`src/hw/fdcr_defines.svh`:
```
`ifndef FDCR_DEFINES_SVH
`define FDCR_DEFINES_SVH

// Host port addresses
`define FDCR_ADDR_STATUS 10'h3F4
`define FDCR_ADDR_DATA 10'h3F5

// Rate control register layout and reset value
`define FDCR_RATE_CTRL_RESET 8'h02
`define FDCR_RATE_LSB 0
`define FDCR_RATE_MSB 1
`define FDCR_COMP_LSB 2
`define FDCR_COMP_MSB 4
`define FDCR_LOW_POWER_BIT 6
`define FDCR_SOFT_RESET_BIT 7

// Precompensation codes and step counts (one step is 41.67 ns, half at 2 Mbps)
`define FDCR_COMP_DEFAULT 3'h0
`define FDCR_COMP_NONE 3'h7
`define FDCR_COMP_STEP_PS 41670
`define FDCR_COMP_DEF_STEPS_FAST 3'h1
`define FDCR_COMP_DEF_STEPS_SLOW 3'h3

// Rate select codes
`define FDCR_CODE_500K 2'h0
`define FDCR_CODE_300K 2'h1
`define FDCR_CODE_250K 2'h2
`define FDCR_CODE_1M 2'h3

// Drive rate types and drive type map
`define FDCR_DRT_THREE_MODE 2'h1
`define FDCR_DRT_TWO_MEG 2'h2
`define FDCR_DT_STD 2'h0
`define FDCR_DT_INV 2'h1
`define FDCR_DT_RATE 2'h2

// Data FIFO
`define FDCR_FIFO_DEPTH 16
`define FDCR_PAD_BYTE 8'h00

`endif

```
`src/hw/fdcr_pkg.sv`:
```
`default_nettype none
package fdcr_pkg;
  typedef enum logic [2:0] {RATE_250K, RATE_300K, RATE_500K, RATE_1M, RATE_2M} fdcr_rate_type;

  typedef struct packed {
    logic [7:0] rate_ctrl;
    logic [7:0] shadow;
    logic low_power;
    logic ctrl_reset;
    logic exec_q;
    logic pad;
    logic xfer_err;
    logic dma_req;
    logic [7:0] rdata;
    logic [1:0] rate_code;
    fdcr_rate_type data_rate;
    logic density;
    logic den_a;
    logic den_b;
    logic [2:0] comp_steps;
    logic comp_half;
    logic comp_on;
  } fdcr_state_type;
endpackage : fdcr_pkg
`default_nettype wire

```
`src/hw/fdcr_fifo.sv`:
```
`default_nettype none
module fdcr_fifo #(
  parameter int WIDTH = 8,
  parameter int DEPTH = 16
) (
  input wire logic clk,
  input wire logic rst_n,
  input wire logic flush,
  input wire logic in_valid,
  output logic in_ready,
  input wire logic [WIDTH-1:0] in_data,
  output logic out_valid,
  input wire logic out_ready,
  output logic [WIDTH-1:0] out_data,
  output logic [$clog2(DEPTH+1)-1:0] count
);
  localparam int AW = $clog2(DEPTH);
  localparam int CW = $clog2(DEPTH+1);

  initial begin
    if (DEPTH < 2 || (1 << AW) != DEPTH) $error("fdcr_fifo: DEPTH must be a power of two, at least 2");
  end

  logic [WIDTH-1:0] mem [DEPTH];
  logic [AW-1:0] wr_ptr_ff;
  logic [AW-1:0] rd_ptr_ff;
  logic [CW-1:0] cnt_ff;
  logic do_push;
  logic do_pop;

  assign in_ready = (cnt_ff != CW'(DEPTH));
  assign out_valid = (cnt_ff != '0);
  assign out_data = mem[rd_ptr_ff];
  assign count = cnt_ff;
  assign do_push = in_valid && in_ready;
  assign do_pop = out_valid && out_ready;

  always_ff @(posedge clk) begin
    if (do_push) begin
      mem[wr_ptr_ff] <= in_data;
    end
  end

  always_ff @(posedge clk or negedge rst_n) begin
    if (!rst_n) begin
      wr_ptr_ff <= '0;
      rd_ptr_ff <= '0;
      cnt_ff <= '0;
    end else if (flush) begin
      wr_ptr_ff <= '0;
      rd_ptr_ff <= '0;
      cnt_ff <= '0;
    end else begin
      if (do_push) wr_ptr_ff <= wr_ptr_ff + AW'(1);
      if (do_pop) rd_ptr_ff <= rd_ptr_ff + AW'(1);
      cnt_ff <= cnt_ff + CW'(do_push) - CW'(do_pop);
    end
  end
endmodule : fdcr_fifo
`default_nettype wire

```
`src/hw/fdcr_skid.sv`:
```
`default_nettype none
module fdcr_skid #(
  parameter int WIDTH = 8
) (
  input wire logic clk,
  input wire logic rst_n,
  input wire logic flush,
  input wire logic in_valid,
  output logic in_ready,
  input wire logic [WIDTH-1:0] in_data,
  output logic out_valid,
  input wire logic out_ready,
  output logic [WIDTH-1:0] out_data
);
  initial begin
    if (WIDTH < 1) $error("fdcr_skid: WIDTH must be positive");
  end

  // Main stage drives the outputs, spare stage catches a word during a stall
  logic [WIDTH-1:0] main_ff;
  logic [WIDTH-1:0] spare_ff;
  logic main_v_ff;
  logic spare_v_ff;

  assign in_ready = !spare_v_ff;
  assign out_valid = main_v_ff;
  assign out_data = main_ff;

  always_ff @(posedge clk or negedge rst_n) begin
    if (!rst_n) begin
      main_ff <= '0;
      spare_ff <= '0;
      main_v_ff <= 1'b0;
      spare_v_ff <= 1'b0;
    end else if (flush) begin
      main_v_ff <= 1'b0;
      spare_v_ff <= 1'b0;
    end else begin
      if (!main_v_ff || out_ready) begin
        if (spare_v_ff) begin
          main_ff <= spare_ff;
          main_v_ff <= 1'b1;
          spare_v_ff <= 1'b0;
        end else begin
          main_ff <= in_data;
          main_v_ff <= in_valid;
        end
      end else if (in_valid && !spare_v_ff) begin
        spare_ff <= in_data;
        spare_v_ff <= 1'b1;
      end
    end
  end
endmodule : fdcr_skid
`default_nettype wire

```
`src/hw/fdcr_top.sv`:
```
`include "fdcr_defines.svh"
`default_nettype none
// What this block does
// - Rate bits survive soft reset, hard reset 250K
// - Bits 2-4 choose write precompensation delay
// - Precompensation starts at configured track, default zero
// - Bit 6 enters low power; status reads and data accesses leave it
// - Bit 7 soft resets, then clears itself
// - Every control write copied to readable shadow
// - Type 00 rate, density and rate outputs
// - Types 01 and 10 remap code 01
// - Drive type map selects density outputs
// - Default precompensation delay depends on rate
// - Status valid right after data transfer
// - Status bits 0-1 show drive seeking
// - Status bit 4 shows command busy
// - Status bit 5 marks polled execution
// - Status bit 6 gives transfer direction
// - Bit 7 permits data access, else refused
// - FIFO disabled after reset, configure enables
// - Parameters unbuffered; FIFO cleared entering execution
// - Overrun/underrun flag transfer error; underrun writes pad zeros
// - Hard reset loads 02, soft keeps it
// - Digital-output reset spares rate register
module fdcr_top #(
  parameter int FIFO_DEPTH = `FDCR_FIFO_DEPTH
) (
  input wire logic CORE_CLK,
  input wire logic RST_N,
  input wire logic [9:0] IO_ADDR,
  input wire logic IO_RD,
  input wire logic IO_WR,
  input wire logic [7:0] IO_WDATA,
  output logic [7:0] IO_RDATA,
  input wire logic DIGITAL_OUTPUT_RESET_N,
  input wire logic [1:0] DRIVE_RATE_TYPE,
  input wire logic [1:0] DRIVE_TYPE_MAP,
  input wire logic [1:0] DRIVE_SEEKING,
  input wire logic CMD_BUSY,
  input wire logic EXEC_PHASE,
  input wire logic POLLED_MODE,
  input wire logic HOST_READS,
  input wire logic FIFO_ENABLE,
  input wire logic [3:0] FIFO_THRESHOLD,
  input wire logic [7:0] COMP_START_TRACK,
  input wire logic [7:0] CUR_TRACK,
  input wire logic CORE_RX_VALID,
  input wire logic [7:0] CORE_RX_DATA,
  output logic CORE_TX_VALID,
  input wire logic CORE_TX_READY,
  output logic [7:0] CORE_TX_DATA,
  output logic CTRL_RESET,
  output logic LOW_POWER,
  output logic [7:0] SHADOW_RATE_CTRL,
  output logic [1:0] RATE_CODE,
  output fdcr_pkg::fdcr_rate_type DATA_RATE,
  output logic DENSITY_SELECT,
  output logic DRIVE_DENSITY_OUT_A,
  output logic DRIVE_DENSITY_OUT_B,
  output logic [2:0] WRITE_COMP_STEPS,
  output logic WRITE_COMP_HALF,
  output logic WRITE_COMP_ON,
  output logic XFER_ERROR,
  output logic DMA_REQ
);
  localparam int CW = $clog2(FIFO_DEPTH+1);

  initial begin
    if (FIFO_DEPTH < 16 || FIFO_DEPTH > 256) $error("fdcr_top: FIFO_DEPTH must be 16 to 256");
  end

  fdcr_pkg::fdcr_state_type st_ff;
  fdcr_pkg::fdcr_state_type nxt_st;

  logic wr_ctl;
  logic rd_status;
  logic data_acc;
  logic soft_reset;
  logic entering_exec;
  logic fifo_mode;
  logic [CW-1:0] limit;
  logic room;
  logic permit;
  logic [7:0] status;
  logic host_push;
  logic host_pop;
  logic fifo_in_valid;
  logic [7:0] fifo_in_data;
  logic fifo_out_valid;
  logic [7:0] fifo_out_data;
  logic fifo_out_ready;
  logic [CW-1:0] fifo_count;
  logic skid_in_valid;
  logic skid_in_ready;
  logic [7:0] skid_in_data;
  logic overrun;
  logic underrun;
  logic [1:0] code;
  logic [2:0] comp;
  logic [CW-1:0] thr;

  // Address is shared: direction picks status or control
  assign wr_ctl = IO_WR && (IO_ADDR == `FDCR_ADDR_STATUS);
  assign rd_status = IO_RD && (IO_ADDR == `FDCR_ADDR_STATUS);
  assign data_acc = (IO_RD || IO_WR) && (IO_ADDR == `FDCR_ADDR_DATA);
  assign soft_reset = !DIGITAL_OUTPUT_RESET_N || st_ff.rate_ctrl[`FDCR_SOFT_RESET_BIT];
  assign entering_exec = EXEC_PHASE && !st_ff.exec_q;

  // Full depth only in execution with FIFO configured; otherwise one byte
  assign fifo_mode = FIFO_ENABLE && EXEC_PHASE;
  assign limit = fifo_mode ? CW'(FIFO_DEPTH) : CW'(1);
  assign room = fifo_count < limit;
  assign thr = (fifo_mode && (FIFO_THRESHOLD != 4'h0)) ? CW'(FIFO_THRESHOLD) : CW'(1);

  // Permit is computed from live state so a read right after a transfer is current
  assign permit = !st_ff.ctrl_reset && (HOST_READS ? fifo_out_valid : (room && !st_ff.pad));
  assign status = {permit, HOST_READS, POLLED_MODE && EXEC_PHASE, CMD_BUSY,
                   2'h0, DRIVE_SEEKING};

  // Accesses while permit is low are dropped
  assign host_push = IO_WR && data_acc && permit && !HOST_READS;
  assign host_pop = IO_RD && data_acc && permit && HOST_READS;

  assign fifo_in_valid = HOST_READS ? (CORE_RX_VALID && room) : host_push;
  assign fifo_in_data = HOST_READS ? CORE_RX_DATA : IO_WDATA;
  assign fifo_out_ready = HOST_READS ? host_pop : skid_in_ready;
  assign skid_in_valid = st_ff.pad || (!HOST_READS && fifo_out_valid);
  assign skid_in_data = st_ff.pad ? `FDCR_PAD_BYTE : fifo_out_data;

  assign overrun = EXEC_PHASE && HOST_READS && CORE_RX_VALID && !room;
  assign underrun = EXEC_PHASE && !HOST_READS && CORE_TX_READY && !CORE_TX_VALID && !st_ff.pad;

  fdcr_fifo #(
    .WIDTH(8),
    .DEPTH(FIFO_DEPTH)
  ) u_fifo (
    .clk(CORE_CLK),
    .rst_n(RST_N),
    .flush(soft_reset || entering_exec),
    .in_valid(fifo_in_valid),
    .in_ready(),
    .in_data(fifo_in_data),
    .out_valid(fifo_out_valid),
    .out_ready(fifo_out_ready),
    .out_data(fifo_out_data),
    .count(fifo_count)
  );

  fdcr_skid #(
    .WIDTH(8)
  ) u_skid (
    .clk(CORE_CLK),
    .rst_n(RST_N),
    .flush(soft_reset),
    .in_valid(skid_in_valid),
    .in_ready(skid_in_ready),
    .in_data(skid_in_data),
    .out_valid(CORE_TX_VALID),
    .out_ready(CORE_TX_READY),
    .out_data(CORE_TX_DATA)
  );

  always_comb begin
    nxt_st = st_ff;
    nxt_st.exec_q = EXEC_PHASE;
    nxt_st.xfer_err = overrun || underrun;
    nxt_st.ctrl_reset = soft_reset;
    nxt_st.rdata = st_ff.rdata;

    // Control write: soft reset never touches this register
    if (wr_ctl) begin
      nxt_st.rate_ctrl = IO_WDATA;
      nxt_st.shadow = IO_WDATA;
    end else begin
      nxt_st.rate_ctrl[`FDCR_SOFT_RESET_BIT] = 1'b0;
    end

    // Leaving low power wins over entering it
    if (wr_ctl && IO_WDATA[`FDCR_LOW_POWER_BIT]) begin
      nxt_st.low_power = 1'b1;
    end
    if (soft_reset || rd_status || data_acc) begin
      nxt_st.low_power = 1'b0;
    end

    if (rd_status) begin
      nxt_st.rdata = status;
    end else if (host_pop) begin
      nxt_st.rdata = fifo_out_data;
    end

    // Pad mode feeds zeros to the core until the execution phase ends or a soft reset
    if (underrun) begin
      nxt_st.pad = 1'b1;
    end else if (!EXEC_PHASE || soft_reset) begin
      nxt_st.pad = 1'b0;
    end

    nxt_st.dma_req = fifo_mode && !st_ff.pad &&
                     (HOST_READS ? (fifo_count >= thr) : ((CW'(FIFO_DEPTH) - fifo_count) >= thr));

    // Rate decode
    code = st_ff.rate_ctrl[`FDCR_RATE_MSB:`FDCR_RATE_LSB];
    nxt_st.rate_code = code;
    nxt_st.density = (code == `FDCR_CODE_1M) || (code == `FDCR_CODE_500K);
    case (code)
      `FDCR_CODE_1M: nxt_st.data_rate = fdcr_pkg::RATE_1M;
      `FDCR_CODE_500K: nxt_st.data_rate = fdcr_pkg::RATE_500K;
      `FDCR_CODE_250K: nxt_st.data_rate = fdcr_pkg::RATE_250K;
      default: begin
        if (DRIVE_RATE_TYPE == `FDCR_DRT_THREE_MODE) begin
          nxt_st.data_rate = fdcr_pkg::RATE_500K;
        end else if (DRIVE_RATE_TYPE == `FDCR_DRT_TWO_MEG) begin
          nxt_st.data_rate = fdcr_pkg::RATE_2M;
        end else begin
          nxt_st.data_rate = fdcr_pkg::RATE_300K;
        end
      end
    endcase

    case (DRIVE_TYPE_MAP)
      `FDCR_DT_STD: begin
        nxt_st.den_b = code[0];
        nxt_st.den_a = nxt_st.density;
      end
      `FDCR_DT_RATE: begin
        nxt_st.den_b = code[0];
        nxt_st.den_a = code[1];
      end
      `FDCR_DT_INV: begin
        nxt_st.den_b = code[0];
        nxt_st.den_a = !nxt_st.density;
      end
      default: begin
        nxt_st.den_b = code[1];
        nxt_st.den_a = code[0];
      end
    endcase

    // Precompensation in 41.67 ns steps, halved at 2 Mbps
    comp = st_ff.rate_ctrl[`FDCR_COMP_MSB:`FDCR_COMP_LSB];
    nxt_st.comp_half = (nxt_st.data_rate == fdcr_pkg::RATE_2M);
    case (comp)
      `FDCR_COMP_NONE: nxt_st.comp_steps = 3'h0;
      `FDCR_COMP_DEFAULT: begin
        if (nxt_st.data_rate == fdcr_pkg::RATE_2M || nxt_st.data_rate == fdcr_pkg::RATE_1M) begin
          nxt_st.comp_steps = `FDCR_COMP_DEF_STEPS_FAST;
        end else begin
          nxt_st.comp_steps = `FDCR_COMP_DEF_STEPS_SLOW;
        end
      end
      default: nxt_st.comp_steps = comp;
    endcase
    nxt_st.comp_on = (CUR_TRACK >= COMP_START_TRACK) && (nxt_st.comp_steps != 3'h0);
  end

  always_ff @(posedge CORE_CLK or negedge RST_N) begin
    if (!RST_N) begin
      st_ff <= '{rate_ctrl: `FDCR_RATE_CTRL_RESET, shadow: `FDCR_RATE_CTRL_RESET,
                 rate_code: `FDCR_CODE_250K, data_rate: fdcr_pkg::RATE_250K,
                 comp_steps: `FDCR_COMP_DEF_STEPS_SLOW, ctrl_reset: 1'b1,
                 default: '0};
    end else begin
      st_ff <= nxt_st;
    end
  end

  assign IO_RDATA = st_ff.rdata;
  assign CTRL_RESET = st_ff.ctrl_reset;
  assign LOW_POWER = st_ff.low_power;
  assign SHADOW_RATE_CTRL = st_ff.shadow;
  assign RATE_CODE = st_ff.rate_code;
  assign DATA_RATE = st_ff.data_rate;
  assign DENSITY_SELECT = st_ff.density;
  assign DRIVE_DENSITY_OUT_A = st_ff.den_a;
  assign DRIVE_DENSITY_OUT_B = st_ff.den_b;
  assign WRITE_COMP_STEPS = st_ff.comp_steps;
  assign WRITE_COMP_HALF = st_ff.comp_half;
  assign WRITE_COMP_ON = st_ff.comp_on;
  assign XFER_ERROR = st_ff.xfer_err;
  assign DMA_REQ = st_ff.dma_req;
endmodule : fdcr_top
`default_nettype wire
```
`config.mk`:
```
export PLATFORM = sky130hd
export DESIGN_NAME = fdcr_top
export DESIGN_NICKNAME = d
export VERILOG_FILES = /design/src/hw/fdcr_pkg.sv /design/src/hw/fdcr_fifo.sv /design/src/hw/fdcr_skid.sv /design/src/hw/fdcr_top.sv
export VERILOG_INCLUDE_DIRS = /design/src /design/src/hw
export SDC_FILE = /design/constraint.sdc
export NUM_CORES = 1
export LEC_CHECK = 0
export ABC_AREA = 1
export BUFFER_PORTS_ARGS = -buffer_cell sky130_fd_sc_hd__buf_2
export CAP_MARGIN = 20
export CORE_MARGIN = 2
export CORE_UTILIZATION = 45
export DETAILED_ROUTE_END_ITERATION = 6
export PLACE_DENSITY = 0.65
export RECOVER_POWER = 100
export SLEW_MARGIN = 10
export SYNTH_ARGS = -nofsm -noshare
export SYNTH_HDL_FRONTEND = slang
export SYNTH_SLANG_ARGS = --single-unit
```
`constraint.sdc`:
```
create_clock -name CORE_CLK -period 3.1 [get_ports CORE_CLK]
set_input_delay 0.31 -clock CORE_CLK [delete_from_list [all_inputs] [get_ports CORE_CLK]]
set_output_delay 0.31 -clock CORE_CLK [all_outputs]
set_load 0.02 [all_outputs]
```
# [Yosys cells after proc, flatten, opt, wreduce, memory -nomap -nowiden]
# Memories as Yosys holds them, arrays and structs flattened.
# Index checks and enable logic that the tools add are counted.
# W data, S select, Z words.
[totals] memories=1 regBits=72 elab_cells=151 ramBits=128 in_bits=64
[op_classes] n_reduce_logical=67 n_bitwise=2 n_eq_ne=12 n_mux=35 n_addsub=5 n_lt_le_gt_ge=4
[mem_list] name="u_fifo.mem" depth=16 width=8 rd=1 rd_ports_with_merged_regs=0 write_ports=1 line="fdcr_fifo.sv:24" text="logic [WIDTH-1:0] mem [DEPTH];"
[ops] operator="$mux W8" n=5
[ops] operator="$logic_and A1 B1 Y1" n=31
[ops] operator="$eq A10 B10 Y1 const B" n=2
[ops] operator="$mux W4" n=5
[ops] operator="$mux W1" n=17
[ops] operator="$reduce_bool A2 Y1" n=6
[ops] operator="$logic_or A1 B1 Y1" n=11
[ops] operator="$ge A5 B4 Y1" n=2
[ops] operator="$logic_not A1 Y1" n=10
[ops] operator="$mux W5" n=2
[ops] operator="$pmux W3 S3" n=1
[ops] operator="$add A4 B1 Y4 const B" n=2
[ops] operator="$eq A2 B2 Y1 const B" n=4
[ops] operator="$ge A8 B8 Y1" n=1
[ops] operator="$eq A3 B3 Y1 const B" n=2
[ops] operator="$mux W3" n=2
[ops] operator="$pmux W2 S3" n=1
[ops] operator="$pmux W3 S2" n=1
[ops] operator="$reduce_bool A3 Y1" n=2
[ops] operator="$add A5 B1 Y5" n=1
[ops] operator="$lt A5 B5 Y1" n=1
[ops] operator="$ne A5 B5 Y1 const B" n=1
[ops] operator="$reduce_bool A5 Y1" n=1
[ops] operator="$sub A5 B1 Y5" n=1
[ops] operator="10 further kinds" n=13

# [Longest topological paths before layout]
[depth] depth_word=13 ltp_mapped=19

# [By module]
# A second synthesis with hierarchy kept.
[unflattened] cells_unflattened=1087 hier_area_um2=9763.1
[by_module_without_submodules] module="fdcr_fifo" area_per_inst_um2=6369.9 cells_each=641 instances=1
[by_module_without_submodules] module="fdcr_top" area_per_inst_um2=2543.7 cells_each=340 instances=1
[by_module_without_submodules] module="fdcr_skid" area_per_inst_um2=849.6 cells_each=106 instances=1

# [Worst setup path before layout]
# Ideal clock, no wire load.
[synth_path] path_type="register to register" startpoint="register u_fifo.cnt_ff[1], in the netlist u_fifo.count[1]" endpoint="register u_fifo.cnt_ff[4], in the netlist u_fifo.count[4]" path_stages_with_launch=18 setup_ps=131 n_path_buf=0 slack_ps=113 t_arrival_ps=2856 path_cell_list="dfrtp_1 inv_1 ha_1 nand2_1 inv_1 ha_1 a21oi_1 nand3_2 nand2_4 ha_1 inv_1 ha_1 inv_1 fa_1 o21bai_1 a21oi_1 xor2_1 nor2_1"
[synth_between] elab_chain_len=11 word_cells_on_any_way=18
[synth_rtl] element="start, declared" line="fdcr_fifo.sv:27" text="logic [CW-1:0] cnt_ff;"
[synth_rtl] element="start signal, assigned" line="fdcr_fifo.sv:56" text="cnt_ff <= cnt_ff + CW'(do_push) - CW'(do_pop);"
[synth_rtl] element="$lt A5 B5 Y1" line="fdcr_top.sv:112" text="assign room = fifo_count < limit;"
[synth_rtl] element="$logic_and A1 B1 Y1" line="fdcr_top.sv:116" text="assign permit = !st_ff.ctrl_reset && (HOST_READS ? fifo_out_valid : (room && !st_ff.pad));"
[synth_rtl] element="$mux W1" line="fdcr_top.sv:116"
[synth_rtl] element="$logic_and A1 B1 Y1" line="fdcr_top.sv:116"
[synth_rtl] element="$logic_and A1 B1 Y1 (2 in series)" line="fdcr_top.sv:121" text="assign host_push = IO_WR && data_acc && permit && !HOST_READS;"
[synth_rtl] element="$mux W1" line="fdcr_top.sv:124" text="assign fifo_in_valid = HOST_READS ? (CORE_RX_VALID && room) : host_push;"
[synth_rtl] element="$logic_and A1 B1 Y1" line="fdcr_fifo.sv:35" text="assign do_push = in_valid && in_ready;"
[synth_rtl] element="$add A5 B1 Y5" line="fdcr_fifo.sv:56"
[synth_rtl] element="$sub A5 B1 Y5 (*)" line="fdcr_fifo.sv:56"
[synth_rtl] element="$mux W5 (*)" line="fdcr_fifo.sv:49" text="end else if (flush) begin"
# Mark *: on every way between the ends. The rest lies on a longest branch, timed or not.
# A chain may end at the register's enable or synchronous reset.

# [Worst setup path after layout]
[layout_path] startpoint="register u_fifo.cnt_ff[2], in the netlist u_fifo.count[2]" endpoint="register u_fifo.cnt_ff[4], in the netlist u_fifo.count[4]"
# Same word-level chain as after synthesis.

==> impl_metrics.csv <==
group,metric,value,unit
route,dr.pass1.iters,5,
finish,fin_area,0.0106,mm²
pwr,switching_share,0.327,
placed_design,hpwl,14400,µm
worst_setup_path,crit_chain,"inv_1 > ha_1 > nand2_1 > inv_1 > ha_1 > a21oi_2 > nand3_2 > nand2_4 > ha_1 > inv_1 > ha_1 > inv_1 > fa_2 > o21bai_1 > a21oi_1 > xor2_1 > nor2_1",
outcome,status,"finished, violations left",
route,drtIter0Drc,534,
timing,report.final.setup_viol,0,
route,ant_nets,0,
worst_setup_path,crit_start,"u_fifo.count[2]",
placed_design,place_ws,-0.0298,ns
pwr,leakage,4.68,nW
worst_setup_path,slowest_delay,0.41,ns
route,drt_wl_total,20800,µm
floorplanning,start_util,0.458,
global_route,grt_start_max_net_pins,58,
outcome,violations,"max-capacitance violations, max-slew violations",
clocking,root_buffer,"clkbuf_16",
clocking,h-tree-depth,4,
route,vias,6583,
clocking,clkSlewWorstSetupHoldPaths,0.07,ns
global_route,grt_pass1_wl,33500,µm
finish,fin_nets,1149,
route,drc,0,
timing,max-slew-margin-rel,-0.167,
clocking,cts.sinks,195,
timing,fin_crit,2.92,ns
pwr,power.density,668,mW/mm²
timing,period_share,0.942,
floorplanning,io_pins,106,
floorplanning,die-area,0.0217,mm²
synth,synth_cell_types,45,
clocking,ctsLongestPathBuffers,2,
worst_setup_path,cp_num_buf_inv,4,
worst_setup_path,crit_fanout,4,
finish,layout-drive-gt1-share,0.148,
synth,synth-main-ff-cell,"edfxtp_1",
worst_hold_path,hold_start,"EXEC_PHASE",
finish,area_delta_synth_final,14.6,%
pwr,peakVddDrop,0.391,mV
global_route,antenna_found_initial,0,
worst_setup_path,critical-path-slowest-cell,"dfrtp_1",
placed_design,placed_cell_area,0.0101,mm²
worst_setup_path,endpoint_kind,"flip-flop",
worst_setup_path,required,3.42,ns
global_route,grt_pass1_vias,6340,
clocking,cts_buffers,17,
synth,syn_nets,1035,
finish,final_cell_mix,"221 x nand2_1, 128 x edfxtp_1, 95 x inv_1, 85 x nor2_1, 61 x dfrtp_1",
global_route,grt_overflow,0,
placed_design,gp_congestion,0.782,
timing,skew,0.0110,ns
placed_design,io_buffers,105,
pwr,p_int,4.76,mW
timing,setup_tns,0,ns
worst_hold_path,hold_class,"primary input to flip-flop",
timing,fmax,0.343,GHz
floorplanning,die_y,147,µm
floorplanning,die_x,147,µm
route,wl_per_cell,15.6,µm
floorplanning,placementRows,52,
worst_setup_path,crit_type,"flip-flop to flip-flop",
pwr,switching_power,2.31,mW
pwr,p_seq_frac,0.435,
floorplanning,coreArea,0.0202,mm²
synth,synth-edff-count,128,
synth,ys_seq_area_frac,0.598,
timing,report.final.slew_viol_count,33,
synth,synth_cells,934,
synth,syn_area,0.00924,mm²
synth,synth-seq-cells,195,
timing,setup_ws,0.181,ns
timing,tightest_slew,1.75,ns
global_route,track_usage,0.200,
flow_run,cap_violations,1,
worst_setup_path,crit_family,"adder cells",
synth,synth.avg_cell_area,9.89,µm²
clocking,cts_tree,"done",
worst_setup_path,critPathLaunchType,"flip-flop",
finish,mostFrequentLayoutCell,"nand2_1",
clocking,clock_latency,0.44,ns
synth,synthArstFlopShare,0.344,
timing,hold_viol,0,
route,via_per_inst,4.95,
pwr,clkPwrFrac,0.306,
worst_setup_path,critPathArrivalTime,3.23,ns
synth,ys_warn_count,0,
pwr,power.share.combinational,0.259,
finish,diodes,0,
worst_setup_path,r2r_start,"u_fifo.count[2]",
-- synth_stat cells, drive strengths merged (2+ instances only) --
cell	n	area, µm²
xor2	5	43.8
xnor2	3	26.3
edfxtp	128	3840
o31ai	2	15.0
o21ai	63	319
nor3	19	95.1
clkinv	2	7.51
nand4	9	62.6
dfrtp	62	1550
o21bai	5	37.5
inv	100	375
o211ai	8	60.1
clkbuf	11	42.5
buf	44	305
dfstp	5	131
nor2	89	354
nand2	228	881
ha	36	450
a21oi	42	218
nand3	62	320
-- area by class of cell --
cell class,instances,area (µm²)
clock buffers,19,475
clock inverters,13,114
fillers,1831,9580
inverters,102,383
multi-input cells,582,2980
flip-flops and latches,195,5530
well taps,270,338
repair buffers,150,773
-- flip-flops by register name, indices dropped and copies added (netlist names), 2 cells and up --
register,cells
st_ff,3
DATA_RATE,3
comp,2
u_fifo.rd_ptr_ff,4
u_fifo.wr_ptr_ff,4
u_skid.out_data,8
u_fifo.count,5
RATE_CODE,2
u_fifo.mem,128
SHADOW_RATE_CTRL,4
IO_RDATA,8
WRITE_COMP_STEPS,3
code,2
u_skid.spare_ff,8
-- path summary, 6_finish.rpt --
kind	end	depth (start not counted)	slack, ns
max	u_fifo.count[4]	17	0.18
min	st_ff[24]	1	0.08
max reg2reg	u_fifo.count[4]	17	0.18
min reg2reg	RATE_CODE[1]	0	0.46
max in group asynchronous	u_fifo.wr_ptr_ff[0]	3	0.46
min in group asynchronous	IO_RDATA[3]	2	0.89
-- power groups by stage --
stage                     combinational [mW]  clock [mW]  sequential (mW)
after CTS                               1.85        2.20             3.07
after global placement                  1.80           0             3.12
after global routing                    2.11        2.32             3.09
final                                   1.83        2.17             3.07
after detailed placement                1.83           0             3.12
after floorplan                         1.21           0             3.19
-- layer usage --
metal / GRT usage / wire (µm) / up-vias
li1: - / - / 3314
met1: 0.278 / 9480 / 3058
met2: 0.315 / 9760 / 176
met3: 0.0329 / 1050 / 35
met4: 0.0808 / 541 / 0
met5: 0 / 0 / -
-- cells by family (layout without fill, tap and decap cells) --
kind of cell             count (synthesis)  count (layout)  share of synthesized area
AND/OR/NAND/NOR                        410             410                      0.188
buffers and inverters                  157             284                     0.0791
XOR/XNOR                                 8               8                    0.00759
AO/OA/AOI/OAI                          126             126                     0.0752
adder cells (fa/ha/maj)                 37              37                     0.0509
flip-flops                             195             195                      0.598
multiplexers                             1               1                    0.00122
-- what timing repair did --
action | CTS | global route
hold buffers | 1 | 0
pin swaps | 0 | 3
hold endpoints to repair | 28 | 0
endpoints found under the setup margin | 1 | 1
buffers inserted | 0 | 6
gates resized for setup | 1 | 1
-- metrics by stage --
| stage | cells | hold slack, ns | util | total power [mW] |
|---|---|---|---|---|
| 2_1_floorplan | 934 | 0.0144 | - | 4.39 |
| 3_3_place_gp | 1292 | 0.404 | 0.498 | 4.92 |
| 3_5_place_dp | 1292 | 0.403 | 0.498 | 4.95 |
| 4_1_cts | 1325 | 0.0384 | 0.528 | 7.12 |
| 5_1_grt | 1331 | 0.0818 | 0.525 | 7.52 |
| 6_report | 1331 | 0.0763 | 0.525 | 7.07 |
-- worst register-to-register path: stages, from the launching register on --
cell	delay [ns]
dfrtp_1	0.41
inv_1	0.11
ha_1	0.21
nand2_1	0.05
inv_1	0.05
ha_1	0.21
a21oi_2	0.21
nand3_2	0.13
nand2_4	0.11
ha_1	0.22
inv_1	0.05
ha_1	0.16
inv_1	0.06
fa_2	0.35
o21bai_1	0.16
a21oi_1	0.09
xor2_1	0.15
nor2_1	0.05
Note: power is estimated with default switching activity, not from simulation.
